File: src/rtl/adc_cfg_pkg.sv
// Register map, field positions, reset values and bus constants for the converter configuration
`default_nettype none
package adc_cfg_pkg;
    localparam int unsigned ADDR_W = 8;
    localparam int unsigned DATA_W = 32;
    localparam int unsigned REG_W  = 16;

    // Register indexes; byte address is four times the index
    localparam logic [3:0] IDX_MAIN_CONFIG = 4'h1;
    localparam logic [3:0] IDX_I_OFFSET    = 4'h2;
    localparam logic [3:0] IDX_I_FULLSCALE = 4'h3;
    localparam logic [3:0] IDX_STATUS      = 4'h8;

    // Main configuration fields
    localparam int unsigned CFG_PHASE_BIT  = 11;
    localparam int unsigned CFG_CLKMODE_BIT = 10;
    localparam int unsigned CFG_SWING_BIT  = 9;
    localparam int unsigned CFG_EDGE_BIT   = 8;
    localparam logic [15:0] CFG_RESET      = 16'h02FF;

    // Offset and full-scale fields
    localparam int unsigned OFS_MAG_LSB    = 8;
    localparam int unsigned OFS_SIGN_BIT   = 7;
    localparam int unsigned FS_LSB         = 7;
    localparam logic [15:0] OFS_RESET      = 16'h007F;
    localparam logic [15:0] FS_RESET       = 16'h807F;
    localparam logic [8:0]  FS_DEFAULT     = 9'h100;
    localparam logic [7:0]  UNUSED_ONES    = 8'hFF;

    // Status field positions
    localparam int unsigned ST_OFS_LSB     = 0;
    localparam int unsigned ST_OFS_NEG     = 8;
    localparam int unsigned ST_FS_LSB      = 9;
    localparam int unsigned ST_DDR         = 18;
    localparam int unsigned ST_DEMUX       = 19;
    localparam int unsigned ST_RISING      = 20;
    localparam int unsigned ST_SWING       = 21;
    localparam int unsigned ST_PHASE90     = 22;
    localparam int unsigned ST_EXTCTRL     = 23;
    localparam int unsigned ST_RSVD_ERR    = 24;
endpackage
`default_nettype wire

File: src/rtl/output_mode_if.sv
// Configuration bits and decoded output-mode controls between register file and decoder
`default_nettype none
interface output_mode_if;
    logic ddr_phase_select;
    logic clocking_mode_select;
    logic output_swing_select;
    logic edge_or_demux_select;
    logic extended_control;
    logic swing_select_pin;
    logic output_edge_pin;
    logic ddr_mode;
    logic demux_enable;
    logic data_on_rising_edge;
    logic swing_normal;
    logic phase_90;

    modport regs (output ddr_phase_select, clocking_mode_select, output_swing_select,
                  edge_or_demux_select, extended_control, swing_select_pin, output_edge_pin,
                  input ddr_mode, demux_enable, data_on_rising_edge, swing_normal, phase_90);
    modport dec  (input ddr_phase_select, clocking_mode_select, output_swing_select,
                  edge_or_demux_select, extended_control, swing_select_pin, output_edge_pin,
                  output ddr_mode, demux_enable, data_on_rising_edge, swing_normal, phase_90);
endinterface
`default_nettype wire
File: src/rtl/adc_output_offset_gain_regs.sv
// APB register file for output mode, I-channel offset and I-channel full-scale adjust
// Behaviour
// (RL1) Swing bit 9 selects normal amplitude at 1 and reduced at 0, mirrors the pin, resets to 1.
// (RL2) In SDR, bit 8 makes data change on the rising clock edge at 1 and falling at 0; resets 0.
// (RL3) In DDR, bit 8 selects non-demultiplexed output at 1 and demultiplexed output at 0.
// (RL4) DDR with non-demultiplexed output keeps 0 degree clock phase; the 90 degree option is void.
// (RL5) Software writes ones into every unused low bit of the three registers.
// (RL6) Software writes the main configuration register only during power-up set-up.
// (RL7) Offset magnitude in bits 15:8 runs linearly from zero at 00h to about 45 mV at FFh.
// (RL8) Offset bit 7 is the sign: 0 positive, 1 negative, for a range of plus or minus 45 mV.
// (RL9) After reset the offset magnitude is zero until software writes the register.
// (RL10) Full-scale adjust is the 9-bit field 15:7, spanning plus or minus 20 percent.
// (RL11) Full-scale code zero is 560 mVpp, 100h is 700 mVpp and the default, 1FFh is 840 mVpp.
// (RL12) Software keeps the full-scale code between 0C0h and 1C0h for best performance.
// (RL13) A new full-scale value takes effect at once, with no recalibration.
// (RL14) Clocking-mode bit selects DDR output at 0 and SDR output at 1.
//
// The implementer's own choice: register access over APB.
`default_nettype none
module adc_output_offset_gain_regs
    import adc_cfg_pkg::*;
(
    input  wire logic              pclk,
    input  wire logic              presetn,
    input  wire logic              psel,
    input  wire logic              penable,
    input  wire logic              pwrite,
    input  wire logic [ADDR_W-1:0] paddr,
    input  wire logic [DATA_W-1:0] pwdata,
    output logic      [DATA_W-1:0] prdata,
    output logic                   pready,
    output logic                   pslverr,
    input  wire logic              extended_control_pin,
    input  wire logic              swing_select_pin,
    input  wire logic              output_edge_pin,
    output logic                   clocking_ddr,
    output logic                   demux_enable,
    output logic                   data_on_rising_edge,
    output logic                   output_swing_normal,
    output logic                   data_clock_phase_90,
    output logic      [7:0]        offset_magnitude,
    output logic                   offset_negative,
    output logic      [8:0]        full_scale_code
);
    output_mode_if mode_bus ();

    logic [REG_W-1:0]  cfg_r;
    logic [REG_W-1:0]  ofs_r;
    logic [REG_W-1:0]  fs_r;
    logic [7:0]        offset_magnitude_r;
    logic              offset_negative_r;
    logic [8:0]        full_scale_code_r;
    logic              rsvd_err_r;
    logic [DATA_W-1:0] prdata_r;
    logic              pslverr_r;
    logic [2:0]        pin_meta_r;
    logic [2:0]        pin_sync_r;
    logic [3:0]        index;
    logic              word_ok;
    logic              setup;
    logic              access;
    logic              wr_en;
    logic              wr_cfg;
    logic              wr_ofs;
    logic              wr_fs;
    logic              wr_status;
    logic              rsvd_bad;
    logic              hit_wo;
    logic              hit_status;
    logic [DATA_W-1:0] status_word;
    logic              wrote_ofs_r;
    logic              wrote_fs_r;

    assign index      = paddr[5:2];
    assign word_ok    = (paddr[1:0] == 2'b00) && (paddr[ADDR_W-1:6] == '0);
    assign setup      = psel && !penable;
    assign access     = psel && penable;
    assign hit_wo     = word_ok && (index == IDX_MAIN_CONFIG || index == IDX_I_OFFSET
                                    || index == IDX_I_FULLSCALE);
    assign hit_status = word_ok && (index == IDX_STATUS);

    // Zero wait states; error is decided in the setup cycle
    assign pready  = 1'b1;
    assign prdata  = prdata_r;
    assign pslverr = pslverr_r && access;

    assign wr_en     = access && pwrite && !pslverr_r;
    assign wr_cfg    = wr_en && (index == IDX_MAIN_CONFIG);
    assign wr_ofs    = wr_en && (index == IDX_I_OFFSET);
    assign wr_fs     = wr_en && (index == IDX_I_FULLSCALE);
    assign wr_status = wr_en && (index == IDX_STATUS);

    // Two-stage synchronisers for the mode pins
    always_ff @(posedge pclk or negedge presetn) begin
        if (!presetn) begin
            pin_meta_r <= 3'h0;
            pin_sync_r <= 3'h0;
        end else begin
            pin_meta_r <= {extended_control_pin, swing_select_pin, output_edge_pin};
            pin_sync_r <= pin_meta_r;
        end
    end

    // Setup cycle: decode, pick read data and error
    always_ff @(posedge pclk or negedge presetn) begin
        if (!presetn) begin
            prdata_r  <= '0;
            pslverr_r <= 1'b0;
        end else if (setup) begin
            pslverr_r <= !(hit_wo || hit_status);
            // Write-only registers read as zero
            prdata_r  <= (!pwrite && hit_status) ? status_word : '0;
        end
    end

    // (RL6) Written any time; software limits it to start-up
    always_ff @(posedge pclk or negedge presetn) begin
        if (!presetn) begin
            cfg_r <= CFG_RESET;
        end else if (wr_cfg) begin
            cfg_r <= pwdata[REG_W-1:0];
        end
    end

    always_ff @(posedge pclk or negedge presetn) begin
        if (!presetn) begin
            ofs_r <= OFS_RESET;
        end else if (wr_ofs) begin
            ofs_r <= pwdata[REG_W-1:0];
        end
    end

    always_ff @(posedge pclk or negedge presetn) begin
        if (!presetn) begin
            fs_r <= FS_RESET;
        end else if (wr_fs) begin
            fs_r <= pwdata[REG_W-1:0];
        end
    end

    // (RL7) offset magnitude to the trim
    // (RL9) zero until written
    always_ff @(posedge pclk or negedge presetn) begin
        if (!presetn) begin
            offset_magnitude_r <= 8'h00;
        end else if (wr_ofs) begin
            offset_magnitude_r <= pwdata[OFS_MAG_LSB +: 8];
        end
    end

    // (RL8) offset sign
    always_ff @(posedge pclk or negedge presetn) begin
        if (!presetn) begin
            offset_negative_r <= 1'b0;
        end else if (wr_ofs) begin
            offset_negative_r <= pwdata[OFS_SIGN_BIT];
        end
    end

    // (RL11) resets to the 700 mVpp code
    // (RL10) nine-bit gain field
    // (RL13) applied next cycle, no recalibration
    always_ff @(posedge pclk or negedge presetn) begin
        if (!presetn) begin
            full_scale_code_r <= FS_DEFAULT;
        end else if (wr_fs) begin
            full_scale_code_r <= pwdata[FS_LSB +: 9];
        end
    end

    // (RL5) flag writes that leave unused bits low
    always_comb begin
        rsvd_bad = 1'b0;
        if (wr_cfg) begin
            rsvd_bad = pwdata[7:0] != UNUSED_ONES;
        end else if (wr_ofs || wr_fs) begin
            rsvd_bad = pwdata[6:0] != UNUSED_ONES[6:0];
        end
    end

    // Sticky; a new violation beats a clear in the same cycle
    always_ff @(posedge pclk or negedge presetn) begin
        if (!presetn) begin
            rsvd_err_r <= 1'b0;
        end else if (rsvd_bad) begin
            rsvd_err_r <= 1'b1;
        end else if (wr_status && pwdata[ST_RSVD_ERR]) begin
            rsvd_err_r <= 1'b0;
        end
    end

    // (RL14) clocking mode bit to decoder
    assign mode_bus.clocking_mode_select = cfg_r[CFG_CLKMODE_BIT];
    assign mode_bus.ddr_phase_select     = cfg_r[CFG_PHASE_BIT];
    assign mode_bus.output_swing_select  = cfg_r[CFG_SWING_BIT];
    assign mode_bus.edge_or_demux_select = cfg_r[CFG_EDGE_BIT];
    assign mode_bus.extended_control     = pin_sync_r[2];
    assign mode_bus.swing_select_pin     = pin_sync_r[1];
    assign mode_bus.output_edge_pin      = pin_sync_r[0];

    output_mode_decode u_decode (
        .pclk    (pclk),
        .presetn (presetn),
        .mode    (mode_bus)
    );

    assign clocking_ddr        = mode_bus.ddr_mode;
    assign demux_enable        = mode_bus.demux_enable;
    assign data_on_rising_edge = mode_bus.data_on_rising_edge;
    assign output_swing_normal = mode_bus.swing_normal;
    assign data_clock_phase_90 = mode_bus.phase_90;
    assign offset_magnitude    = offset_magnitude_r;
    assign offset_negative     = offset_negative_r;
    assign full_scale_code     = full_scale_code_r;

    always_comb begin
        status_word                         = '0;
        status_word[ST_OFS_LSB +: 8]        = offset_magnitude_r;
        status_word[ST_OFS_NEG]             = offset_negative_r;
        status_word[ST_FS_LSB +: 9]         = full_scale_code_r;
        status_word[ST_DDR]                 = mode_bus.ddr_mode;
        status_word[ST_DEMUX]               = mode_bus.demux_enable;
        status_word[ST_RISING]              = mode_bus.data_on_rising_edge;
        status_word[ST_SWING]               = mode_bus.swing_normal;
        status_word[ST_PHASE90]             = mode_bus.phase_90;
        status_word[ST_EXTCTRL]             = pin_sync_r[2];
        status_word[ST_RSVD_ERR]            = rsvd_err_r;
    end

    // Helper: have the offset and full-scale registers each been written since reset
    always_ff @(posedge pclk or negedge presetn) begin
        if (!presetn) begin
            wrote_ofs_r <= 1'b0;
            wrote_fs_r  <= 1'b0;
        end else begin
            wrote_ofs_r <= wrote_ofs_r || wr_ofs;
            wrote_fs_r  <= wrote_fs_r || wr_fs;
        end
    end

    property p_offset_zero_until_written;
        @(posedge pclk) disable iff (!presetn)
        !wrote_ofs_r |-> (offset_magnitude == 8'h00) && !offset_negative;
    endproperty
    a_offset_zero_until_written: assert property (p_offset_zero_until_written) // RL9
        else $error("offset not zero before first write");

    property p_offset_write;
        @(posedge pclk) disable iff (!presetn)
        wr_ofs |=> offset_magnitude == $past(pwdata[15:8]);
    endproperty
    a_offset_write: assert property (p_offset_write) // RL7
        else $error("offset magnitude not taken from bits 15:8");

    property p_offset_sign;
        @(posedge pclk) disable iff (!presetn)
        wr_ofs |=> offset_negative == $past(pwdata[7]);
    endproperty
    a_offset_sign: assert property (p_offset_sign) // RL8
        else $error("offset sign not taken from bit 7");

    property p_fs_default;
        @(posedge pclk) disable iff (!presetn)
        !wrote_fs_r |-> full_scale_code == FS_DEFAULT;
    endproperty
    a_fs_default: assert property (p_fs_default) // RL11
        else $error("full-scale default is not 100h");

    property p_fs_immediate;
        @(posedge pclk) disable iff (!presetn)
        (wr_fs && pready) ##1 !wr_fs[*2] |-> full_scale_code == $past(pwdata[FS_LSB +: 9], 2);
    endproperty
    a_fs_immediate: assert property (p_fs_immediate) // RL13
        else $error("full-scale value not applied or not held");

    property p_fs_field;
        @(posedge pclk) disable iff (!presetn)
        wr_fs |=> full_scale_code == $past(pwdata[15:7]);
    endproperty
    a_fs_field: assert property (p_fs_field) // RL10
        else $error("full-scale code not taken from bits 15:7");

    property p_swing_ext;
        @(posedge pclk) disable iff (!presetn)
        (wr_cfg && pin_sync_r[2]) ##1 (pin_sync_r[2] && !wr_cfg)
            |=> output_swing_normal == $past(pwdata[9], 2);
    endproperty
    a_swing_ext: assert property (p_swing_ext) // RL1
        else $error("swing output does not follow bit 9");

    property p_sdr_edge;
        @(posedge pclk) disable iff (!presetn)
        (wr_cfg && pwdata[10] && pin_sync_r[2]) ##1 (pin_sync_r[2] && !wr_cfg)
            |=> data_on_rising_edge == $past(pwdata[8], 2);
    endproperty
    a_sdr_edge: assert property (p_sdr_edge) // RL2
        else $error("SDR edge select wrong");

    property p_clock_mode;
        @(posedge pclk) disable iff (!presetn)
        wr_cfg ##1 !wr_cfg |=> clocking_ddr == !$past(pwdata[10], 2);
    endproperty
    a_clock_mode: assert property (p_clock_mode) // RL14
        else $error("clocking mode does not follow bit 10");

    property p_unmapped_error;
        @(posedge pclk) disable iff (!presetn)
        (setup && !(hit_wo || hit_status)) ##1 access |-> pslverr && pready;
    endproperty
    a_unmapped_error: assert property (p_unmapped_error)
        else $error("unmapped access not refused");

    property p_refused_write;
        @(posedge pclk) disable iff (!presetn)
        (pslverr && pwrite) |=> $stable(cfg_r) && $stable(ofs_r) && $stable(fs_r);
    endproperty
    a_refused_write: assert property (p_refused_write)
        else $error("refused write changed a register");

    property p_offset_hold;
        @(posedge pclk) disable iff (!presetn)
        (presetn && !wr_ofs) |=> $stable(offset_magnitude) && $stable(offset_negative);
    endproperty
    a_offset_hold: assert property (p_offset_hold) // RL7
        else $error("offset changed without a write");

    property p_fs_hold;
        @(posedge pclk) disable iff (!presetn)
        (presetn && !wr_fs) |=> $stable(full_scale_code);
    endproperty
    a_fs_hold: assert property (p_fs_hold) // RL13
        else $error("full-scale code changed without a write");

    // Sampled reset in the antecedent skips the release edge
    property p_swing_pin;
        @(posedge pclk) disable iff (!presetn)
        (presetn && !pin_sync_r[2]) |=> output_swing_normal == $past(pin_sync_r[1]);
    endproperty
    a_swing_pin: assert property (p_swing_pin) // RL1
        else $error("swing output does not follow its pin");

    property p_edge_pin;
        @(posedge pclk) disable iff (!presetn)
        (presetn && !pin_sync_r[2])
            |=> data_on_rising_edge == ($past(cfg_r[CFG_CLKMODE_BIT]) && $past(pin_sync_r[0]));
    endproperty
    a_edge_pin: assert property (p_edge_pin) // RL2
        else $error("SDR edge does not follow its pin");

    property p_ddr_demux;
        @(posedge pclk) disable iff (!presetn)
        (presetn && !cfg_r[CFG_CLKMODE_BIT]) |=> demux_enable == !$past(cfg_r[CFG_EDGE_BIT]);
    endproperty
    a_ddr_demux: assert property (p_ddr_demux) // RL3
        else $error("DDR demux does not follow bit 8");
endmodule // adc_output_offset_gain_regs
`default_nettype wire

File: src/rtl/output_mode_decode.sv
// Decodes clocking, edge, demux, phase and swing controls from configuration and pins
`default_nettype none
module output_mode_decode
    import adc_cfg_pkg::*;
(
    input  wire logic    pclk,
    input  wire logic    presetn,
    output_mode_if.dec   mode
);
    logic sdr_mode;

    assign sdr_mode = mode.clocking_mode_select;

    // (RL14) clocking mode select
    always_ff @(posedge pclk or negedge presetn) begin
        if (!presetn) begin
            mode.ddr_mode <= 1'b1;
        end else begin
            mode.ddr_mode <= !sdr_mode;
        end
    end

    // (RL3) demux only in DDR
    always_ff @(posedge pclk or negedge presetn) begin
        if (!presetn) begin
            mode.demux_enable <= 1'b1;
        end else begin
            mode.demux_enable <= !sdr_mode && !mode.edge_or_demux_select;
        end
    end

    // (RL2) SDR edge choice
    always_ff @(posedge pclk or negedge presetn) begin
        if (!presetn) begin
            mode.data_on_rising_edge <= 1'b0;
        end else if (mode.extended_control) begin
            mode.data_on_rising_edge <= sdr_mode && mode.edge_or_demux_select;
        end else begin
            mode.data_on_rising_edge <= sdr_mode && mode.output_edge_pin;
        end
    end

    // (RL1) swing from register or pin
    always_ff @(posedge pclk or negedge presetn) begin
        if (!presetn) begin
            mode.swing_normal <= 1'b1;
        end else if (mode.extended_control) begin
            mode.swing_normal <= mode.output_swing_select;
        end else begin
            mode.swing_normal <= mode.swing_select_pin;
        end
    end

    // (RL4) no 90 degree phase unless demuxed DDR
    always_ff @(posedge pclk or negedge presetn) begin
        if (!presetn) begin
            mode.phase_90 <= 1'b0;
        end else begin
            mode.phase_90 <= mode.ddr_phase_select && !sdr_mode && !mode.edge_or_demux_select;
        end
    end

    property p_phase_needs_demux;
        @(posedge pclk) disable iff (!presetn)
        mode.phase_90 |-> (mode.ddr_mode && mode.demux_enable);
    endproperty
    a_phase_needs_demux: assert property (p_phase_needs_demux) // RL4
        else $error("90 degree phase outside demuxed DDR");

    property p_sdr_no_demux;
        @(posedge pclk) disable iff (!presetn)
        sdr_mode ##1 sdr_mode |-> !mode.demux_enable && !mode.ddr_mode;
    endproperty
    a_sdr_no_demux: assert property (p_sdr_no_demux) // RL3
        else $error("demux or DDR active in SDR mode");
endmodule // output_mode_decode
`default_nettype wire

File: config.mk
export PLATFORM = sky130hd
export DESIGN_NAME = adc_output_offset_gain_regs
export DESIGN_NICKNAME = d
export VERILOG_FILES = /design/src/rtl/adc_cfg_pkg.sv /design/src/rtl/output_mode_if.sv /design/src/rtl/adc_output_offset_gain_regs.sv /design/src/rtl/output_mode_decode.sv
export SDC_FILE = /design/constraint.sdc
export NUM_CORES = 1
export LEC_CHECK = 0
export BUFFER_PORTS_ARGS = -buffer_cell sky130_fd_sc_hd__buf_2
export CORE_MARGIN = 2
export CORE_UTILIZATION = 46
export CTS_BUF_LIST = sky130_fd_sc_hd__clkbuf_16
export DETAILED_ROUTE_END_ITERATION = 8
export GPL_ROUTABILITY_DRIVEN = 0
export MAX_ROUTING_LAYER = met4
export PLACE_DENSITY_LB_ADDON = 0.15
export SYNTH_ARGS = -nofsm -noshare
export SYNTH_HDL_FRONTEND = slang
export SYNTH_HIERARCHICAL = 1
export SYNTH_SLANG_ARGS = --single-unit
export TNS_END_PERCENT = 10
File: constraint.sdc
create_clock -name pclk -period 1.6 [get_ports pclk]
set_input_delay 0.16 -clock pclk [delete_from_list [all_inputs] [get_ports pclk]]
set_output_delay 0.16 -clock pclk [all_outputs]
set_load 0.005 [all_outputs]
# ---- Yosys cells after proc, flatten, opt, wreduce, memory -nomap -nowiden
# Cells that the tools add are included.
dict set report word_totals {
  memories 0
  romBits 0
  in_bits 48
  elab_cells 59
  latchBits 0
  ff_bits 75
  ramBits 0
  out_inout_bits 57
}
dict set report classes {
  magnitude_cmp 0
  bitwise_logic 0
  muxes 7
  n_reduce_logical 32
  n_shift 0
  n_mul 0
  n_div 0
  addsub 0
  eq_ne 6
}
# cell n
set op_table {}
lappend op_table {{25-bit 2-to-1 mux} 1}
lappend op_table {{1-bit logical AND} 19}
lappend op_table {{4-bit by 2-bit equality test with 1-bit output, second input constant} 2}
lappend op_table {{8-bit inequality test, second input constant} 1}
lappend op_table {{7-bit inequality test, second input constant} 1}
lappend op_table {{1-bit zero test} 6}
lappend op_table {{1-bit 2-to-1 mux} 6}
lappend op_table {{4-bit by 1-bit equality test with 1-bit output, second input constant} 1}
lappend op_table {{4-bit equality test, second input constant} 1}
lappend op_table {{2-bit zero test} 2}
lappend op_table {{1-bit logical OR} 4}
lappend op_table {{2-bit nonzero test} 1}

# ---- Depth between registers and ports, before layout
dict set report logic_depth {
  ltp_word 8
  depth_mapped 5
  mapped_depth_nobuf 3
}

# ---- By module
# Netlist, hierarchy kept.
# module area_per_inst_um2 seq_area_each_um2 cells_each n_inst
set modules_own_cells {}
lappend modules_own_cells {adc_output_offset_gain_regs 2139.6 1378.8 143 1}
lappend modules_own_cells {output_mode_decode 171.4 128.9 11 1}

# ---- Worst setup path after synthesis
# No wires, ideal clock.
dict set report synth_timing {
  path_kind {input to register}
  from {in paddr[3]}
  to {reg prdata_r[24] (netlist: prdata[24])}
  required_ns 1.534
  path_buffers 2
  t_arrival_ns 1.482
  setup_slack_ns 0.053
  path_stages 5
  setup_ns 0.066
  path_cell_list {buf_6 > or4b_4 > nor4_4 > buf_6 > a22o_1}
}
dict set report synth_between {
  elab_chain_cells 4
}
# element line
set synth_lines {}
lappend synth_lines {{start: declaration} adc_output_offset_gain_regs.sv:28} ;# input wire logic [ADDR_W-1:0] paddr,
lappend synth_lines {{4-bit equality test} adc_output_offset_gain_regs.sv:80} ;# assign hit_status = word_ok && (index == IDX_STATUS);
lappend synth_lines {{1-bit logical AND} adc_output_offset_gain_regs.sv:80}
lappend synth_lines {{1-bit logical AND} adc_output_offset_gain_regs.sv:112} ;# prdata_r <= (!pwrite && hit_status) ? status_word : '0;
lappend synth_lines {{25-bit 2-to-1 mux} adc_output_offset_gain_regs.sv:112}
lappend synth_lines {{end signal: assignment} adc_output_offset_gain_regs.sv:112}
lappend synth_lines {{end: declaration} adc_output_offset_gain_regs.sv:54} ;# logic [DATA_W-1:0] prdata_r;
# Every way passes these cells.
# A chain may end at the register's enable or synchronous reset.

# ---- Worst setup path after layout
dict set report layout_timing {
  from {reg pslverr_r}
  to {reg full_scale_code_r[7] (netlist: full_scale_code[7])}
}
dict set report layout_between {
  elab_chain_cells 3
}
# element line
set layout_lines {}
lappend layout_lines {{start: declaration} adc_output_offset_gain_regs.sv:55} ;# logic pslverr_r;
lappend layout_lines {{start signal: assignment} adc_output_offset_gain_regs.sv:110} ;# pslverr_r <= !(hit_wo || hit_status);
lappend layout_lines {{1-bit zero test} adc_output_offset_gain_regs.sv:87} ;# assign wr_en = access && pwrite && !pslverr_r;
lappend layout_lines {{1-bit logical AND} adc_output_offset_gain_regs.sv:87}
lappend layout_lines {{1-bit logical AND} adc_output_offset_gain_regs.sv:90} ;# assign wr_fs = wr_en && (index == IDX_I_FULLSCALE);
lappend layout_lines {{end signal: assignment} adc_output_offset_gain_regs.sv:167} ;# full_scale_code_r <= pwdata[FS_LSB +: 9];
lappend layout_lines {{end: declaration} adc_output_offset_gain_regs.sv:52} ;# logic [8:0] full_scale_code_r;
# Every way passes these cells.

==> out/metrics.yaml <==
drtPass1Iterations: 4
min_path_type: "primary input to flop"
vias: 1615
rsz0062_at_grt: "no"
cts_root_buffer: "clkbuf_16"
ys.flop_type: "dfrtp_1"
synth_seq_area_share_pct: 65.2
clkTransAtPathRegs_ns: 0.05
critPathRequiredTime_ns: 1.80
setup-violations-final: 0
netlist_instances: 154
power_density_mw_per_mm2: 1080
clock_skew_ns: 0.00410
end_kind: "flop"
clock_latency_ns: 0.32
track_usage_pct: 19.0
drtIter0Drc: 86
hp-start: "pwdata[13]"
cap_violations: 0
clock_sinks: 60
clkPwrFrac_pct: 49.6
switching_share_pct: 22.2
peakVddDrop_mv: 0.822
postRouteAntennaNets: 0
num_io_pins: 105
status: "completed"
fmax_mhz: 649
cts_made_buffers: 9
via_per_inst: 4.94
grt_pass1_wl_mm: 7.47
ff2ff_path_depth: 4
fin_crit_sh_pct: 96.3
n_antenna_cell: 0
dp_cells: 307
hold_depth: 2
seqPwrFrac_pct: 45.7
leakagePower_nw: 1.71
antenna_found_initial: 0
p_sw_uw: 759
die-width_um: 74.9
final_cells: 327
ys_warn_count: 6
cts.repair.resized: 0
r2r_end: "full_scale_code[7]"
crit_path_start_kind: "flop"
cts.htree.levels: 3
hold_end: "full_scale_code[6]"
p_comb_share_pct: 4.7
wl_mm: 4.74
drc: 0
wl_per_cell_um: 14.5
drive_above_1_share_pct: 54.2
dieHeight_um: 74.9
grt_max_degree: 37
dp_hpwl_mm: 3.39
cts_setup_buffers: 0
p_int_mw: 2.66
r2r-start: "pslverr_r"
cts_tree: "done"
async_flop_share_pct: 100
fin_setup_tns_ns: 0
die-area_mm2: 0.00561
core_region_area_mm2: 0.00479
criticalPathCategory: "flop to flop"
ys_ff_latch: 60
io_buffers: 81
hold_violations: 0
cp_max_fo: 3
post-route-min-period_ns: 1.54
synth_edf_count: 0
rows: 25
layout.nets: 303
grt_pass1_vias: 1567
initial_core_util_pct: 48.3
ys_types: 31
r2r_setup_slack_ns: 0.06
slew_viol_final: 0
synth_area_mm2: 0.00231
gr-total-overflow: 0
clockBufferDepth: 2
syn-mean-instance-area_um2: 15.0
syn_to_final_growth_pct: 36.4
cp.arrival_ns: 1.74
## cells by family (layout without fill, tap and decap cells)
group | count (synthesis) | count (layout) | synth area share, %
AO/OA/AOI/OAI | 29 | 29 | 10.7
buffers and inverters | 17 | 117 | 5.09
flip-flops | 60 | 60 | 65.2
multiplexers | 24 | 24 | 11.8
other | 2 | 8 | 0.325
AND/OR/NAND/NOR | 22 | 22 | 6.82
## power by group through the flow
stage               Sequential [mW]  Clock [mW]  Combinational [mW]
floorplan                      1.58           0              0.0606
global placement               1.58           0               0.155
detailed placement             1.58           0               0.157
CTS                            1.56        1.75               0.166
global route                   1.56        1.82               0.183
finish                         1.56        1.69               0.162
## layout make-up
class | instances | area [um2]
clock inverters | 7 | 43.8
multi-input cells | 83 | 708
repair buffers | 99 | 576
flip-flops and latches | 60 | 1510
inverters | 2 | 7.51
clock buffers | 9 | 225
well taps | 67 | 83.8
fillers | 389 | 1630
## routing by layer
metal	GRT usage, %	vias to the layer above	part of all wire (%)
met5	-	-	0
met4	5.95	0	0.84
met3	8.84	5	7.2
met2	27.8	61	50
met1	23.4	799	42
li1	-	750	-
## placed cells by master, fill, tap and decap left out, types with 2 or more instances in the layout
cell	count
a22o_1	25
buf_12	2
buf_2	81
buf_4	12
clkbuf_16	9
clkinv_2	2
clkinvlp_4	4
conb_1	8
dfrtp_1	55
dfstp_2	5
dlygate4sd3_1	4
inv_1	2
mux2_2	22
nand4b_1	2
nor2_1	5
nor3_1	3
## state kept, by name, indices dropped and copies added, names as in the netlist, 3 cells and up
signal            flops
cfg_r                 4
full_scale_code       9
offset_magnitude      8
pin_meta_r            3
pin_sync_r            3
prdata               25
## timing repair
item | in CTS | in global routing
hold buffers | 4 | 0
endpoints found under the hold margin | 58 | 0
endpoints found under the setup margin | 0 | 0
## worst max path at each step
stage | from | cells after the start | end | slack [ns]
floorplan | paddr[3] | 5 | prdata[24] | 0.05
global placement | paddr[3] | 5 | prdata[14] | 0.06
detailed placement | paddr[3] | 5 | prdata[2] | 0.01
CTS | pslverr_r | 4 | cfg_r[8] | 0.05
global route | pslverr_r | 4 | full_scale_code[6] | 0.003
finish | pslverr_r | 4 | full_scale_code[7] | 0.06
## worst max-delay path: stages, from the launching register on
cell and delay [ns]:
dfrtp_1 0.39, and4b_1 0.28, and4_1 0.27, buf_4 0.16, mux2_2 0.33
## through the flow
step | hold WS, ns | util, % | setup WS [ns] | instance area [um2] | power [mW]
floorplan | -0.136 | - | 0.0529 | 2330 | 1.64
global placement | 0.153 | 59.4 | 0.0555 | 2840 | 1.74
detailed placement | 0.154 | 59.4 | 0.0139 | 2840 | 1.74
CTS | 0.0711 | 65.9 | 0.0522 | 3150 | 3.47
global route | 0.0787 | 65.9 | 0.00258 | 3150 | 3.56
finish | 0.0834 | 65.9 | 0.0595 | 3150 | 3.41
## cells in the mapped netlist, drive strengths merged, types with 2 or more instances
library cell  instances  area, um2
conb                  2       7.51
nand4b                2       17.5
dfstp                 5        131
mux2                 23        263
inv                   2       7.51
buf                  12       98.8
dfrtp                55       1380
nor2                  5       18.8
clkbuf                3       11.3
nor3                  3       15.0
a22o                 25        219
No activity file was read; power rests on OpenSTA's default activity.
